### src/qqs_pkg.sv
// Purpose: shared constants, types and helpers of the qos queue map and scheduler
// Assumes: avalon word address equals the register index
// Notes: one register per 32-bit word, narrower data in the low bits
package qqs_pkg;
  localparam int          NPORT       = 17;
  localparam int          NQ          = 4;
  localparam int          STRAP_PORTS = 8;
  localparam logic [7:0]  IDX_MAP0    = 8'h50;
  localparam logic [7:0]  IDX_MAPN    = 8'h70;
  localparam logic [7:0]  IDX_TXCTL   = 8'h80;
  localparam logic [7:0]  IDX_WGT0    = 8'h81;
  localparam logic [7:0]  IDX_WGT3    = 8'h84;
  localparam logic [7:0]  IDX_ETYPE   = 8'h88;
  localparam int          TX_PREEMPT  = 4;
  localparam int          TX_MODE_LSB = 2;
  localparam int          ET_EN_BIT   = 18;
  localparam int          ET_Q_LSB    = 16;
  localparam logic [15:0] MAP_STRAP   = 16'hFFFF;
  localparam logic [15:0] MAP_PLAIN   = 16'h0000;
  localparam logic [31:0] WGT_RST     = 32'h08040201;
  localparam logic [1:0]  TXRSV_RST   = 2'h0;

  typedef enum logic [2:0] {
    BUS_IDLE  = 3'h1,
    BUS_FETCH = 3'h2,
    BUS_DONE  = 3'h4
  } qqs_bus_st_t;

  // queue field of one priority id inside a port map word
  function automatic logic [1:0] qqs_prio_queue(input logic [15:0] map, input logic [2:0] prio);
    qqs_prio_queue = map[{prio, 1'b0} +: 2];
  endfunction : qqs_prio_queue

  // byte-enable merge of a write into an old register value
  function automatic logic [31:0] qqs_merge(input logic [31:0] old, input logic [31:0] wd,
                                            input logic [3:0] be);
    logic [31:0] r;
    r = old;
    for (int b = 0; b < 4; b++)
    begin
      if (be[b])
        r[8*b +: 8] = wd[8*b +: 8];
    end
    qqs_merge = r;
  endfunction : qqs_merge
endpackage : qqs_pkg

### src/qqs_cfg_if.sv
// Purpose: scheduler configuration carried from the register file
// Assumes: driven from flip-flops of the top
// Notes: none
`timescale 1ns/10ps
interface qqs_cfg_if;
  logic            preempt;
  logic [1:0]      mode;
  logic [3:0][7:0] wgt;
  modport src   (output preempt, output mode, output wgt);
  modport sched (input preempt, input mode, input wgt);
endinterface : qqs_cfg_if

### src/qqs_map_mem.sv
// Purpose: per-port priority to queue map store, one write and two read ports
// Assumes: load_def is a single pulse after reset release, no write in that cycle
// Notes: read data come from registers, one cycle after the index
`timescale 1ns/10ps
module qqs_map_mem (
  // clock and reset
  input  wire logic        clk_sys,
  input  wire logic        nrst,
  // strap defaults
  input  wire logic        load_def,
  input  wire logic        qos_strap,
  // write port
  input  wire logic        wr_en,
  input  wire logic [4:0]  wr_idx,
  input  wire logic [15:0] wr_data,
  // read ports
  input  wire logic [4:0]  ra_idx,
  output logic      [15:0] ra_data_ff,
  input  wire logic [4:0]  rb_idx,
  output logic      [15:0] rb_data_ff
);
  typedef struct packed {
    logic [16:0][15:0] map;
    logic [15:0]       ra;
    logic [15:0]       rb;
  } qqs_mem_st_t;

  qqs_mem_st_t st_ff;
  qqs_mem_st_t nxt_st;

  always_comb
  begin
    nxt_st = st_ff;
    // strap defaults
    if (load_def)
    begin
      for (int p = 0; p < qqs_pkg::NPORT; p++)
        nxt_st.map[p] = (p < qqs_pkg::STRAP_PORTS && qos_strap) ? qqs_pkg::MAP_STRAP : qqs_pkg::MAP_PLAIN;
    end
    if (wr_en && wr_idx < 5'(qqs_pkg::NPORT))
      nxt_st.map[wr_idx] = wr_data;
    nxt_st.ra = (ra_idx < 5'(qqs_pkg::NPORT)) ? st_ff.map[ra_idx] : 16'h0000;
    nxt_st.rb = (rb_idx < 5'(qqs_pkg::NPORT)) ? st_ff.map[rb_idx] : 16'h0000;
  end

  always_ff @(posedge clk_sys or negedge nrst)
  begin
    if (!nrst)
      st_ff <= '0;
    else
      st_ff <= nxt_st;
  end

  assign ra_data_ff = st_ff.ra;
  assign rb_data_ff = st_ff.rb;
endmodule : qqs_map_mem

### src/qqs_wrr_sched.sv
// Purpose: egress queue selection by weighted round-robin with top-queue preemption
// Assumes: q_ready bit set while that queue holds a frame
// Notes: at most one grant per slot_req, one cycle later; weight 0 acts as 1
`timescale 1ns/10ps
module qqs_wrr_sched (
  // clock and reset
  input  wire logic       clk_sys,
  input  wire logic       nrst,
  // configuration
  qqs_cfg_if.sched        cfg,
  // queue state and slot request
  input  wire logic [3:0] q_ready,
  input  wire logic       slot_req,
  // grant
  output logic            grant_valid_ff,
  output logic      [1:0] grant_queue_ff
);
  typedef struct packed {
    logic [1:0] ptr;
    logic [7:0] credit;
    logic       gv;
    logic [1:0] gq;
  } qqs_sch_st_t;

  qqs_sch_st_t st_ff;
  qqs_sch_st_t nxt_st;
  logic [3:0]  elig;
  logic        top_hit;

  always_comb
  begin
    logic [1:0] idx;
    logic [1:0] cand;
    logic [7:0] wl;
    logic       found;
    logic       reload;
    idx = 2'h0;
    wl = 8'h00;
    nxt_st = st_ff;
    nxt_st.gv = 1'b0;
    found = 1'b0;
    reload = 1'b0;
    cand = st_ff.ptr;
    for (int i = 0; i < qqs_pkg::NQ; i++)
      elig[i] = q_ready[i] && (2'(i) <= cfg.mode) && !(cfg.preempt && 2'(i) == cfg.mode);
    top_hit = cfg.preempt && q_ready[cfg.mode];
    if (elig[st_ff.ptr] && st_ff.credit != 8'h00)
      found = 1'b1;
    for (int k = 1; k <= qqs_pkg::NQ; k++)
    begin
      idx = st_ff.ptr + 2'(k);
      if (!found && elig[idx])
      begin
        found = 1'b1;
        reload = 1'b1;
        cand = idx;
      end
    end
    wl = (cfg.wgt[cand] == 8'h00) ? 8'h01 : cfg.wgt[cand];
    if (slot_req)
    begin
      if (top_hit)
      begin
        nxt_st.gv = 1'b1;
        nxt_st.gq = cfg.mode;
      end
      else if (found)
      begin
        nxt_st.gv = 1'b1;
        nxt_st.gq = cand;
        nxt_st.ptr = cand;
        nxt_st.credit = reload ? wl - 8'h01 : st_ff.credit - 8'h01;
      end
    end
  end

  always_ff @(posedge clk_sys or negedge nrst)
  begin
    if (!nrst)
      st_ff <= '0;
    else
      st_ff <= nxt_st;
  end

  assign grant_valid_ff = st_ff.gv;
  assign grant_queue_ff = st_ff.gq;
endmodule : qqs_wrr_sched

### src/qqs_top.sv
// Purpose: qos queue map, queue mode, weights and ethertype steering with avalon registers
// Assumes: avalon-mm slave with waitrequest, word addresses, inputs synchronous to clk_sys
// Notes: strap defaults load in the first cycle after reset release
//
// Local design decision: the Avalon-MM interface to the registers.
`timescale 1ns/10ps
module qqs_top (
  // clock, reset, strap
  input  wire logic        clk_sys,
  input  wire logic        nrst,
  input  wire logic        qos_strap,
  // avalon-mm slave
  input  wire logic [7:0]  avs_address,
  input  wire logic        avs_read,
  input  wire logic        avs_write,
  input  wire logic [3:0]  avs_byteenable,
  input  wire logic [31:0] avs_writedata,
  output logic      [31:0] avs_readdata,
  output logic             avs_waitrequest,
  // frame classification
  input  wire logic        cls_valid,
  input  wire logic [4:0]  cls_port,
  input  wire logic [2:0]  cls_prio,
  input  wire logic [15:0] cls_etype,
  output logic             cls_done,
  output logic      [1:0]  cls_queue,
  // egress scheduling
  input  wire logic [3:0]  q_ready,
  input  wire logic        slot_req,
  output logic             grant_valid,
  output logic      [1:0]  grant_queue,
  // flow control
  output logic      [1:0]  fc_queue_mode
);
  typedef struct packed {
    qqs_pkg::qqs_bus_st_t bus;
    logic                 wreq;
    logic [31:0]          rdata;
    logic                 preempt;
    logic [1:0]           mode;
    logic [1:0]           txrsv;
    logic [3:0][7:0]      wgt;
    logic                 et_en;
    logic [1:0]           et_q;
    logic [15:0]          et_val;
    logic                 init;
    logic                 cls_pend;
    logic                 et_hit;
    logic [1:0]           et_qs;
    logic [2:0]           prio;
    logic                 cls_vld;
    logic [1:0]           cls_q;
  } qqs_top_st_t;

  qqs_top_st_t st_ff;
  qqs_top_st_t nxt_st;

  logic        is_map;
  logic        is_tx;
  logic        is_wgt;
  logic        is_et;
  logic [4:0]  map_idx;
  logic [1:0]  wgt_idx;
  logic [31:0] rd_mux;
  logic [31:0] wr_val;
  logic        map_wr;
  logic [15:0] mem_a_q;
  logic [15:0] mem_b_q;

  qqs_cfg_if cfg_if ();

  ////////////////////////////////////////////////////////////////////////////
  // address decode
  always_comb
  begin
    logic [7:0] off;
    off = avs_address - qqs_pkg::IDX_MAP0;
    is_map = avs_address >= qqs_pkg::IDX_MAP0 && avs_address <= qqs_pkg::IDX_MAPN && !avs_address[0];
    is_tx = avs_address == qqs_pkg::IDX_TXCTL;
    is_wgt = avs_address >= qqs_pkg::IDX_WGT0 && avs_address <= qqs_pkg::IDX_WGT3;
    is_et = avs_address == qqs_pkg::IDX_ETYPE;
    map_idx = off[5:1];
    wgt_idx = 2'(avs_address - qqs_pkg::IDX_WGT0);
  end

  ////////////////////////////////////////////////////////////////////////////
  // read mux
  always_comb
  begin
    rd_mux = 32'h0000_0000;
    if (is_map)
      rd_mux = {16'h0000, mem_a_q};
    else if (is_tx)
      rd_mux = {27'h0, st_ff.preempt, st_ff.mode, st_ff.txrsv};
    else if (is_wgt)
      rd_mux = {24'h0, st_ff.wgt[wgt_idx]};
    else if (is_et)
      rd_mux = {13'h0, st_ff.et_en, st_ff.et_q, st_ff.et_val};
  end

  assign wr_val = qqs_pkg::qqs_merge(rd_mux, avs_writedata, avs_byteenable);
  assign map_wr = st_ff.bus == qqs_pkg::BUS_DONE && avs_write && is_map;

  ////////////////////////////////////////////////////////////////////////////
  // next state
  always_comb
  begin
    nxt_st = st_ff;
    nxt_st.init = 1'b1;
    if (!st_ff.init)
      nxt_st.mode = {qos_strap, qos_strap};
    case (st_ff.bus)
      qqs_pkg::BUS_IDLE:
      begin
        if (st_ff.init && (avs_read || avs_write))
          nxt_st.bus = qqs_pkg::BUS_FETCH;
      end
      qqs_pkg::BUS_FETCH:
      begin
        nxt_st.bus = qqs_pkg::BUS_DONE;
        nxt_st.wreq = 1'b0;
        nxt_st.rdata = rd_mux;
      end
      qqs_pkg::BUS_DONE:
      begin
        nxt_st.bus = qqs_pkg::BUS_IDLE;
        nxt_st.wreq = 1'b1;
        if (avs_write)
        begin
          if (is_tx)
          begin
            nxt_st.preempt = wr_val[qqs_pkg::TX_PREEMPT];
            nxt_st.mode = wr_val[qqs_pkg::TX_MODE_LSB +: 2];
            nxt_st.txrsv = wr_val[1:0];
          end
          if (is_wgt)
            nxt_st.wgt[wgt_idx] = wr_val[7:0];
          if (is_et)
          begin
            nxt_st.et_en = wr_val[qqs_pkg::ET_EN_BIT];
            nxt_st.et_q = wr_val[qqs_pkg::ET_Q_LSB +: 2];
            nxt_st.et_val = wr_val[15:0];
          end
        end
      end
      default:
      begin
        nxt_st.bus = qqs_pkg::BUS_IDLE;
        nxt_st.wreq = 1'b1;
      end
    endcase
    // classification, two-stage
    nxt_st.cls_pend = cls_valid;
    nxt_st.prio = cls_prio;
    nxt_st.et_hit = st_ff.et_en && cls_etype == st_ff.et_val;
    nxt_st.et_qs = st_ff.et_q;
    nxt_st.cls_vld = st_ff.cls_pend;
    if (st_ff.cls_pend)
      nxt_st.cls_q = st_ff.et_hit ? st_ff.et_qs : qqs_pkg::qqs_prio_queue(mem_b_q, st_ff.prio);
  end

  always_ff @(posedge clk_sys or negedge nrst)
  begin
    if (!nrst)
    begin
      st_ff <= '0;
      st_ff.bus <= qqs_pkg::BUS_IDLE;
      st_ff.wreq <= 1'b1;
      st_ff.txrsv <= qqs_pkg::TXRSV_RST;
      st_ff.wgt <= qqs_pkg::WGT_RST;
    end
    else
      st_ff <= nxt_st;
  end

  ////////////////////////////////////////////////////////////////////////////
  // submodules
  // strap defaults after release
  qqs_map_mem u_map (
    .clk_sys    (clk_sys),
    .nrst       (nrst),
    .load_def   (!st_ff.init),
    .qos_strap  (qos_strap),
    .wr_en      (map_wr),
    .wr_idx     (map_idx),
    .wr_data    (wr_val[15:0]),
    .ra_idx     (map_idx),
    .ra_data_ff (mem_a_q),
    .rb_idx     (cls_port),
    .rb_data_ff (mem_b_q)
  );

  assign cfg_if.preempt = st_ff.preempt;
  assign cfg_if.mode = st_ff.mode;
  assign cfg_if.wgt = st_ff.wgt;

  qqs_wrr_sched u_sched (
    .clk_sys        (clk_sys),
    .nrst           (nrst),
    .cfg            (cfg_if.sched),
    .q_ready        (q_ready),
    .slot_req       (slot_req),
    .grant_valid_ff (grant_valid),
    .grant_queue_ff (grant_queue)
  );

  assign avs_readdata = st_ff.rdata;
  assign avs_waitrequest = st_ff.wreq;
  assign cls_done = st_ff.cls_vld;
  assign cls_queue = st_ff.cls_q;
  assign fc_queue_mode = st_ff.mode;
endmodule : qqs_top

### config.mk
export PLATFORM = sky130hd
export DESIGN_NAME = qqs_top
export DESIGN_NICKNAME = d
export VERILOG_FILES = /design/src/qqs_pkg.sv /design/src/qqs_cfg_if.sv /design/src/qqs_map_mem.sv /design/src/qqs_wrr_sched.sv /design/src/qqs_top.sv
export SDC_FILE = /design/constraint.sdc
export NUM_CORES = 1
export LEC_CHECK = 0
export BUFFER_PORTS_ARGS = -buffer_cell sky130_fd_sc_hd__buf_2
export CORE_ASPECT_RATIO = 1.75
export CORE_MARGIN = 4
export CORE_UTILIZATION = 55
export DETAILED_ROUTE_END_ITERATION = 8
export GPL_ROUTABILITY_DRIVEN = 0
export PLACE_DENSITY = 0.73
export SKIP_CTS_REPAIR_TIMING = 1
export SLEW_MARGIN = 20
export SYNTH_ARGS = -nofsm -noshare
export SYNTH_HDL_FRONTEND = slang
export SYNTH_HIERARCHICAL = 1
export SYNTH_SLANG_ARGS = --single-unit
export TNS_END_PERCENT = 30
### constraint.sdc
create_clock -name clk_sys -period 10.31 [get_ports clk_sys]
set_input_delay 0.5155 -clock clk_sys [delete_from_list [all_inputs] [get_ports clk_sys]]
set_output_delay 0.5155 -clock clk_sys [all_outputs]
set_load 0.02 [all_outputs]
Word level (Yosys, flattened, before mapping)
Index checks and enable logic that the tools add are counted.
Operators by class
  reductions and logical operators: 47
  shifts and indexed selects: 1
  bitwise logic cells: 1
  $add $sub $neg: 7
  order comparisons: 21
  muxes and demuxes: 64
  eq/ne operators: 10
Operators with widths (count)
  2-to-1 mux 272 bit: 2
  bitwise mux 272 bit: 1
  binary-select mux 16 bit (select 5 bit): 2
  2-to-1 mux 55 bit: 2
  2-to-1 mux 16 bit: 6
  2-to-1 mux 19 bit: 5
  demux 16 bit (select 5 bit): 1
  2-to-1 mux 8 bit: 7
  binary-select mux 8 bit (select 2 bit): 2
  bitwise mux 32 bit: 1
  2-to-1 mux 32 bit: 1
  logical AND 1 bit: 28
  less-than comparator 2 x 3 -> 1 bit (second input constant): 7
  demux 8 bit (select 2 bit): 1
  equality test 16 bit: 1
  equality test 8 bit (second input constant): 2
  indexed part select 16 x 5 -> 2 bit: 1
  subtractor 8 x 1 -> 8 bit (second input constant): 2
  2-to-1 mux 3 bit: 5
  2-to-1 mux 1 bit: 14
  less-than comparator 5 x 6 -> 1 bit (second input constant): 2
  2-to-1 mux 2 bit: 6
  AND reduction 3 bit: 4
  binary-select mux 1 bit (select 2 bit): 5
  30 further kinds: 43
Storage, ports and cells
  input port bits: 79
  word-level logic and storage cells: 194
  register bits after elaboration: 420
  output and inout port bits: 41

Depth between registers and ports, before layout
Gate-level depths: netlist of run 1.
  word-level depth: 26
  gate-level depth with buffers: 18

Cells and area by module
The synthesis of run 1 kept the hierarchy.
By module, submodules not included
  qqs_map_mem: area an instance 16678.5 um^2, seq. area each 7607.3 um^2, instances 1, cells an instance 1755
  qqs_top: area an instance 4907.2 um^2, seq. area each 2259.7 um^2, instances 1, cells an instance 501
  qqs_wrr_sched: area an instance 1783.0 um^2, seq. area each 325.3 um^2, instances 1, cells an instance 218

Least setup slack after synthesis of run 1
OpenSTA, ideal clock, no wires.
  path kind: in2reg
  start: input port q_ready[0]
  end: register u_sched/st_ff[9] (netlist bit)
  arrival: 3288 ps
  required time: 10184 ps
  path slack: 6896 ps
  stages on the path: 15
  library setup time: 126 ps
  cell sequence: buf_2 or3b_2 nand3_1 o311a_1 nor3_1 a22o_1 a221o_1 nand4_1 o311a_1 o31ai_1 inv_1 ha_1 inv_1 o311a_1 a311o_1
Between the ends
  cells in the longest elaborated chain, start to end: 24
RTL lines
  from (decl): line qqs_top.sv:28  | input wire logic [3:0] q_ready,
  logical AND 1 bit (2 in a row): line qqs_wrr_sched.sv:45  | elig[i] = q_ready[i] && (2'(i) <= cfg.mode) && !(cfg.preempt && 2'(i) == cfg.mode);
  binary-select mux 1 bit (select 2 bit): line qqs_wrr_sched.sv:47, qqs_wrr_sched.sv:52
  2-to-1 mux 1 bit (implied by the code): line qqs_wrr_sched.sv:47, qqs_wrr_sched.sv:52
  logical AND 1 bit: line qqs_wrr_sched.sv:47  | if (elig[st_ff.ptr] && st_ff.credit != 8'h00)
  2-to-1 mux 1 bit: line qqs_wrr_sched.sv:47
  logical NOT 1 bit: line qqs_wrr_sched.sv:52  | if (!found && elig[idx])
  logical AND 1 bit: line qqs_wrr_sched.sv:52
  2-to-1 mux 1 bit: line qqs_wrr_sched.sv:52
  (+7 left out)
  logical AND 1 bit: line qqs_wrr_sched.sv:52
  2-to-1 mux 2 bit: line qqs_wrr_sched.sv:52
  binary-select mux 8 bit (select 2 bit): line qqs_wrr_sched.sv:59  | wl = (cfg.wgt[cand] == 8'h00) ? 8'h01 : cfg.wgt[cand];
  2-to-1 mux 8 bit (implied by the code): line qqs_wrr_sched.sv:59
  logical NOT 8 bit: line qqs_wrr_sched.sv:59
  2-to-1 mux 8 bit: line qqs_wrr_sched.sv:59
  subtractor 8 x 1 -> 8 bit: line qqs_wrr_sched.sv:72  | nxt_st.credit = reload ? wl - 8'h01 : st_ff.credit - 8'h01;
  2-to-1 mux 8 bit: line qqs_wrr_sched.sv:72
  to (signal assigned): line qqs_wrr_sched.sv:82  | st_ff <= nxt_st;
  to (decl): line qqs_wrr_sched.sv:25  | qqs_sch_st_t st_ff;
Several ways; a longest one is shown, not always the timed one. The select of a mux whose other input is x is not followed.
A chain may end at the register's enable or synchronous reset.

Final worst setup path of run 1
  start: register u_sched/st_ff[11] (netlist bit)
  end: register u_sched/st_ff[9] (netlist bit)
Between the ends
  cells in the longest elaborated chain, start to end: 22
RTL lines
  branches (longest 22 deep; another with adder 2 x 1 -> 2 bit)
Several ways; the timed one is not identified. The select of a mux whose other input is x is not followed.

==> results of run 1 <==
[layer usage]
layer  global-route usage  share of wire  wire length [µm]
met1                0.330           0.36             23700
met2                0.503           0.52             34800
met4                0.179          0.070              4630
met3               0.0330          0.052              3460
met5                    0              0                 0
[how the worst min path moves through the flow]
stage / startpoint / end / cells past startpoint
after floorplan: nrst / async pin / 0
after global placement: nxt_st[6] / st_ff[6] / 0
after detailed placement: nxt_st[6] / st_ff[6] / 0
after CTS: nrst / u_map/st_ff[242] / 1
after global routing: cls_prio[0] / st_ff[3] / 1
final: nrst / u_sched/st_ff[12] / 1
[sequential cells by signal, indices dropped and copies added, names as in the netlist, named ones only]
| signal | flops |
|---|---|
| avs_readdata | 19 |
| avs_waitrequest | 1 |
| cfg_if.preempt | 1 |
| cls_done | 1 |
| cls_queue | 2 |
| fc_queue_mode | 2 |
| nxt_st | 3 |
| st_ff | 29 |
| u_map/ra_data_ff | 16 |
| u_map/rb_data_ff | 16 |
| u_map/st_ff | 272 |
| u_sched/grant_queue_ff | 2 |
| u_sched/grant_valid_ff | 1 |
| u_sched/st_ff | 10 |
[layout by cell type (no fill, tap or decap), types with 67 or more instances in the layout]
cell / count
a21oi_1: 250
buf_2: 89
dfrtp_1: 401
mux2_2: 69
mux2i_1: 119
mux4_2: 78
nand2_1: 421
nor2_1: 169
o21ai_0: 171
o21ai_1: 67
[Yosys cell counts, types with 8 or more instances]
cell,n
a21oi_1,250
a221o_1,33
nand3b_1,8
buf_2,26
clkbuf_1,163
a31oi_1,8
and3_1,14
dfrtp_1,401
buf_1,9
o21ai_1,66
nor3_1,16
a22o_1,21
buf_4,80
xnor2_1,13
nand2_1,421
ha_1,8
nand3_1,37
and2_1,14
o21ai_0,173
nor2_1,169
mux2_2,69
a221oi_1,18
mux2i_1,119
mux4_2,78
inv_1,28
o22ai_1,32
nand2b_1,19
nor2b_1,10
buf_6,18
[stage by stage]
| step | hold slack, ns | util |
|---|---|---|
| floorplan | 0.220 | - |
| global placement | 0.386 | 0.560 |
| detailed placement | 0.394 | 0.560 |
| CTS | 0.0451 | 0.590 |
| global route | 0.0651 | 0.590 |
| finish | 0.0280 | 0.590 |
[power by group]
| part | internal [mW] | total, mW | switching [mW] |
|---|---|---|---|
| combinational | 0.333 | 0.839 | 0.506 |
| clock | 0.780 | 1.41 | 0.627 |
| sequential | 1.70 | 1.79 | 0.0950 |
[logic make-up after synthesis]
| logic type | after synthesis |
|---|---|
| buffers and inverters | 328 |
| flip-flops | 407 |
| XOR/XNOR | 17 |
| multiplexers | 270 |
| AND/OR/NAND/NOR | 761 |
| other | 2 |
| AO/OA/AOI/OAI | 680 |
| adder cells (fa/ha/maj) | 9 |
[worst reg2reg max path, delay by kind of cell, from the launching register on]
family	cells	cell delay, ns
AO/OA/AOI/OAI	10	2.69
adder cells (fa/ha/maj)	1	0.22
flip-flops	1	0.93
buffers and inverters	2	0.19
multiplexers	1	0.43
[area by class of cell]
cell class | count | area [µm²] | share of cell area
Antenna cell | 1 | 2.50 | 0.000101
Clock buffer | 53 | 1110 | 0.0448
Clock inverter | 14 | 121 | 0.00491
Inverter | 31 | 121 | 0.00491
Multi-Input combinational cell | 1751 | 11600 | 0.469
Sequential cell | 407 | 10200 | 0.412
Tap cell | 555 | 694 | 0.0281
Timing Repair Buffer | 141 | 880 | 0.0356
==> impl_metrics.env, run 1 <==
export IMPL_status="finished, final reports clean"
export IMPL_ys_flop_type="dfrtp_1"
export IMPL_final_max_slew_violation_count=0
export IMPL_ys_seq_area_frac=0.436
export IMPL_grt_total_usage=0.286
export IMPL_path_class="flip-flop to flip-flop"
export IMPL_fill_cells=3550
export IMPL_cts_root_buf="clkbuf_16"
export IMPL_p_leak_nw=10.9
export IMPL_drive_gt1_frac=0.166
export IMPL_cts_tree="yes"
export IMPL_clock_sinks=407
export IMPL_nNetsFinal=2457
export IMPL_ys_async_sr_fraction=1.00
export IMPL_fmaxAchievable_mhz=218
export IMPL_synthAdderAreaFrac=0.00471
export IMPL_dp_hpwl_um=45500
export IMPL_cts_clk_slew_worst_paths_ns=0.07
export IMPL_cpPeakStageDelay_ns=0.93
export IMPL_fin_ws_ns=5.73
export IMPL_avgViaCountPerCell=6.40
export IMPL_drt_iter0_drc=1890
export IMPL_antenna_found_initial=0
export IMPL_timing_rr_start="u_sched/st_ff[11]"
export IMPL_worst_path_max_fanout=27
export IMPL_synth_compound_area_share=0.174
export IMPL_cp_start_kind="flip-flop"
export IMPL_syn_avg_cell_area_um2=9.45
export IMPL_grt_max_degree=186
export IMPL_setup_violations=0
export IMPL_final_cell_area_um2=24700
export IMPL_dpl_worst_slack_ns=5.87
export IMPL_crit_slowest_cell="dfrtp_1"
export IMPL_vdd_drop_max_mv=0.168
export IMPL_synth_cell_type_count=94
export IMPL_worst_pin_slew_ns=1.06
export IMPL_finalSetupTns_ns=0
export IMPL_cp_end_kind="flip-flop"
export IMPL_synth_cell_area_um2=23400
export IMPL_synth_top_area_share=0.429
export IMPL_dieWidth_um=164
export IMPL_drc=0
export IMPL_grt_pass1_vias=18983
export IMPL_fp_row_count=99
export IMPL_cts_made_buffers=38
export IMPL_clk_latency_ns=0.56
export IMPL_grt_pass1_wl_um=104000
export IMPL_synth_top_family_by_area="compound AO/OA/AOI/OAI gates"
export IMPL_die_h_um=281
export IMPL_hold_viol=0
export IMPL_worstHoldPathType="primary input to async pin"
export IMPL_initial_utilization=0.558
export IMPL_synth_simple_gate_area_frac=0.143
export IMPL_postRouteWirelength_um=66600
export IMPL_areaGrowthSynthToFinish_pct=5.75
export IMPL_cp_common_cell="inv_1"
export IMPL_place_area_um2=23500
export IMPL_wire_per_inst_um=22.5
export IMPL_final_antenna_net_count=0
export IMPL_r2r_slack_ns=5.73
export IMPL_power_density_nw_per_um2=163
export IMPL_gr_total_overflow=0
export IMPL_cts_path_max_buffers=3
export IMPL_finalClockSkew_ns=0.0202
export IMPL_fin_cells=2953
export IMPL_firstDrtPassIters=5
export IMPL_crit_end="u_sched/st_ff[9]"
export IMPL_drv_cap=0
export IMPL_synth_edf_count=0
export IMPL_worst_r2r_path_depth=14
export IMPL_core_area_um2=41900
export IMPL_min_period_over_period=0.444
export IMPL_r2r_end="u_sched/st_ff[9]"
export IMPL_placed_cells=2884
export IMPL_yosys_area_top_type="dfrtp_1"
export IMPL_path_cells="mux2_2, o2111ai_1, a21o_1, o21a_1, a21oi_4, a31oi_4, o211ai_1, o21ai_0, o31ai_1, inv_1, ha_1, inv_1, o311a_1, a311o_1"
export IMPL_io_pins=120
export IMPL_synthMuxAreaShare=0.163
export IMPL_rsz0062_at_grt="false"
export IMPL_layout_min_cycle_time_ns=4.58
export IMPL_startpoint="u_sched/st_ff[11]"
export IMPL_critical_path_required_ns=10.73
export IMPL_synth_cells=2474
export IMPL_yosys_area_share_xor_xnor=0.00637
export IMPL_yosysWarnings=6
export IMPL_vias=18891
export IMPL_synth_seq_cells=407
export IMPL_h_tree_depth=2
export IMPL_critical_path_arrival_ns=5.00
export IMPL_io_buffers=92
export IMPL_netlist_top_cells_area="dfrtp_1 (43%), mux4_2 (7.5%), nand2_1 (6.8%), a21oi_1 (5.4%), mux2i_1 (5.1%)"
export IMPL_dieArea_um2=46000
export IMPL_crit_family="compound AO/OA/AOI/OAI gates"
export IMPL_power_total_mw=4.04
export IMPL_slew_headroom=0.291
export IMPL_cp_depth=14
export IMPL_cp_num_buf_inv=2
No activity file was read; power rests on OpenSTA's default activity.
==> run 2, diff against run 1 <==
--- a/config.mk
+++ b/config.mk
@@ -11,7 +11,7 @@
 export CORE_UTILIZATION = 55
 export DETAILED_ROUTE_END_ITERATION = 8
 export GPL_ROUTABILITY_DRIVEN = 0
-export PLACE_DENSITY = 0.73
+export PLACE_DENSITY = 0.76
 export SKIP_CTS_REPAIR_TIMING = 1
 export SLEW_MARGIN = 20
 export SYNTH_ARGS = -nofsm -noshare
==> constraint.sdc (replaced) <==
create_clock -name clk_sys -period 4.1 [get_ports clk_sys]
set_input_delay 0.205 -clock clk_sys [delete_from_list [all_inputs] [get_ports clk_sys]]
set_output_delay 0.205 -clock clk_sys [all_outputs]
set_load 0.02 [all_outputs]
==> run 2 against run 1 <==
Effect of this change:
- the flow now finishes with violations (negative hold slack)
- utilization grew 1.0 points
- combinational power grew to 2.6 times the previous value
- first-iteration DRC count rose by 37%
- sequential share of layout area decreased by 0.71 points
- largest power group unchanged
- wire length grew 4.7%
- fmax rose by 18%
- largest cell class unchanged
- clock power rose to 2.8 times the previous value
- worst hold slack lost 0.060 ns
- critical endpoint unchanged
- flip-flop and latch count unchanged
- power rose to 2.6 times the previous value
- clock-buffer cell count shrank 7
- register-to-register slack worse by 5.5 ns
==> impl_metrics.env, run 2 (synthesis gave the netlist of run 1 again) <==
export IMPL_wire_per_inst_um=23.4
export IMPL_hold_worst_slack_ns=-0.0318
export IMPL_dieArea_um2=46000
export IMPL_final_common_cell="nand2_1"
export IMPL_setup_violations=0
export IMPL_fp_row_count=99
export IMPL_violations="negative hold slack"
export IMPL_whs_endpoint="st_ff[23]"
export IMPL_power_density_nw_per_um2=420
export IMPL_use_met1=0.319
export IMPL_postRouteWirelength_um=69700
export IMPL_die_h_um=281
export IMPL_dp_hpwl_um=46500
export IMPL_critical_path_arrival_ns=4.29
export IMPL_cts_tree="yes"
export IMPL_grtUsageMet3=0.0559
export IMPL_worst_path_max_fanout=16
export IMPL_critical_path_required_ns=4.51
export IMPL_gr_total_overflow=0
export IMPL_clk_latency_ns=0.55
export IMPL_cts_made_buffers=39
export IMPL_met2_usage=0.508
export IMPL_worst_pin_slew_ns=0.985
export IMPL_p_leak_nw=11.1
export IMPL_slew_headroom=0.343
export IMPL_largest_register="u_map/st_ff"
export IMPL_placed_cells=2899
export IMPL_drt_iter0_drc=2583
export IMPL_final_antenna_net_count=0
export IMPL_largest_register_ffs=272
export IMPL_worstHoldPathType="primary input to flip-flop"
export IMPL_grt_pass1_vias=19492
export IMPL_r2r_end="u_sched/st_ff[9]"
export IMPL_avgViaCountPerCell=6.50
export IMPL_io_buffers=92
export IMPL_holdCritStartpoint="avs_writedata[12]"
export IMPL_path_class="flip-flop to flip-flop"
export IMPL_r2r_slack_ns=0.23
export IMPL_areaGrowthSynthToFinish_pct=7.60
export IMPL_worst_r2r_path_depth=14
export IMPL_drive_gt1_frac=0.171
export IMPL_grt_total_usage=0.297
export IMPL_cp_end_kind="flip-flop"
export IMPL_grt_pass1_wl_um=107000
export IMPL_core_area_um2=41900
export IMPL_clock_sinks=407
export IMPL_min_period_over_period=0.944
export IMPL_drv_cap=0
export IMPL_io_pins=120
export IMPL_layout_common_cells="nand2_1 (421), dfrtp_1 (400), a21oi_1 (250)"
export IMPL_vias=19384
export IMPL_vdd_drop_max_mv=0.414
export IMPL_power_total_mw=10.6
export IMPL_initial_utilization=0.558
export IMPL_hold_viol=3
export IMPL_drc=0
export IMPL_status="finished, violations left"
export IMPL_dieWidth_um=164
export IMPL_timing_rr_start="fc_queue_mode[0]"
export IMPL_finalSetupTns_ns=0
export IMPL_cp_start_kind="flip-flop"
export IMPL_nNetsFinal=2490
export IMPL_cts_root_buf="clkbuf_16"
export IMPL_cts_clk_slew_worst_paths_ns=0.07
export IMPL_h_tree_depth=2
export IMPL_cts_path_max_buffers=3
export IMPL_antenna_found_initial=2
export IMPL_firstDrtPassIters=8
export IMPL_final_max_slew_violation_count=0
export IMPL_layout_min_cycle_time_ns=3.87
export IMPL_rsz0062_at_grt="false"
export IMPL_fmaxAchievable_mhz=258
export IMPL_busiest_layer="met2"
export IMPL_finalClockSkew_ns=0.0174
export IMPL_holdPathStages=3
export IMPL_fin_cells=2983
export IMPL_grt_max_degree=129
export IMPL_final_util=0.601
run 2: cell types whose count changed in the layout (fill, tap and decap cells not counted), sizes merged:
cell	change
inv	+1
clkbuf	-7
clkinvlp	+5
buf	+14
clkinv	-7
bufinv	+6
dlygate4sd3	+18
run 2: power by group:
| part | internal, mW | switching, mW |
|---|---|---|
| combinational | 0.875 | 1.31 |
| sequential | 4.27 | 0.217 |
| clock | 2.28 | 1.60 |
run 2: worst max-delay path by stage:
stage	startpoint	endpoint	slack, ns	cells past startpoint
3_3_place_gp	u_sched/st_ff[11]	u_sched/st_ff[9]	0.28	14
2_1_floorplan	fc_queue_mode[1]	u_sched/st_ff[9]	0.69	17
4_1_cts	u_sched/st_ff[11]	u_sched/st_ff[9]	0.12	14
5_1_grt	fc_queue_mode[0]	u_sched/st_ff[9]	0.05	14
6_report	fc_queue_mode[0]	u_sched/st_ff[9]	0.23	14
3_5_place_dp	u_sched/st_ff[11]	u_sched/st_ff[9]	0.14	14
run 2: final cells by class:
| type | instances | area (µm²) |
|---|---|---|
| fillers | 3415 | 16700 |
| multi-input cells | 1751 | 11600 |
| flip-flops and latches | 407 | 10200 |
| repair buffers | 173 | 1190 |
| clock buffers | 46 | 1050 |
| well taps | 555 | 694 |
| clock inverters | 19 | 297 |
| inverters | 31 | 121 |
| diodes | 1 | 2.50 |
run 2: critical path, stage by stage, from the launching register on:
cell     delay, ns
dfrtp_1       0.58
or3b_1        0.44
a21oi_1       0.26
o311a_1       0.27
nor3_1        0.07
a22o_1        0.25
a221o_1       0.36
nand4_1       0.13
o311a_1       0.21
o31ai_1       0.12
inv_1         0.08
ha_1          0.22
inv_1         0.09
o311a_1       0.35
a311o_1       0.33
run 2: per-layer routing:
metal / vias up / wire length [µm]
li1: 8565 / -
met1: 9447 / 23400
met2: 1018 / 34600
met3: 352 / 5030
met4: 2 / 6630
met5: - / 20
run 2: stage by stage:
step	area (µm²)	setup slack, ns
finish	25100	0.229
global route	25100	0.0475
CTS	25000	0.121
detailed placement	23600	0.144
global placement	23600	0.284
floorplan	23400	0.688
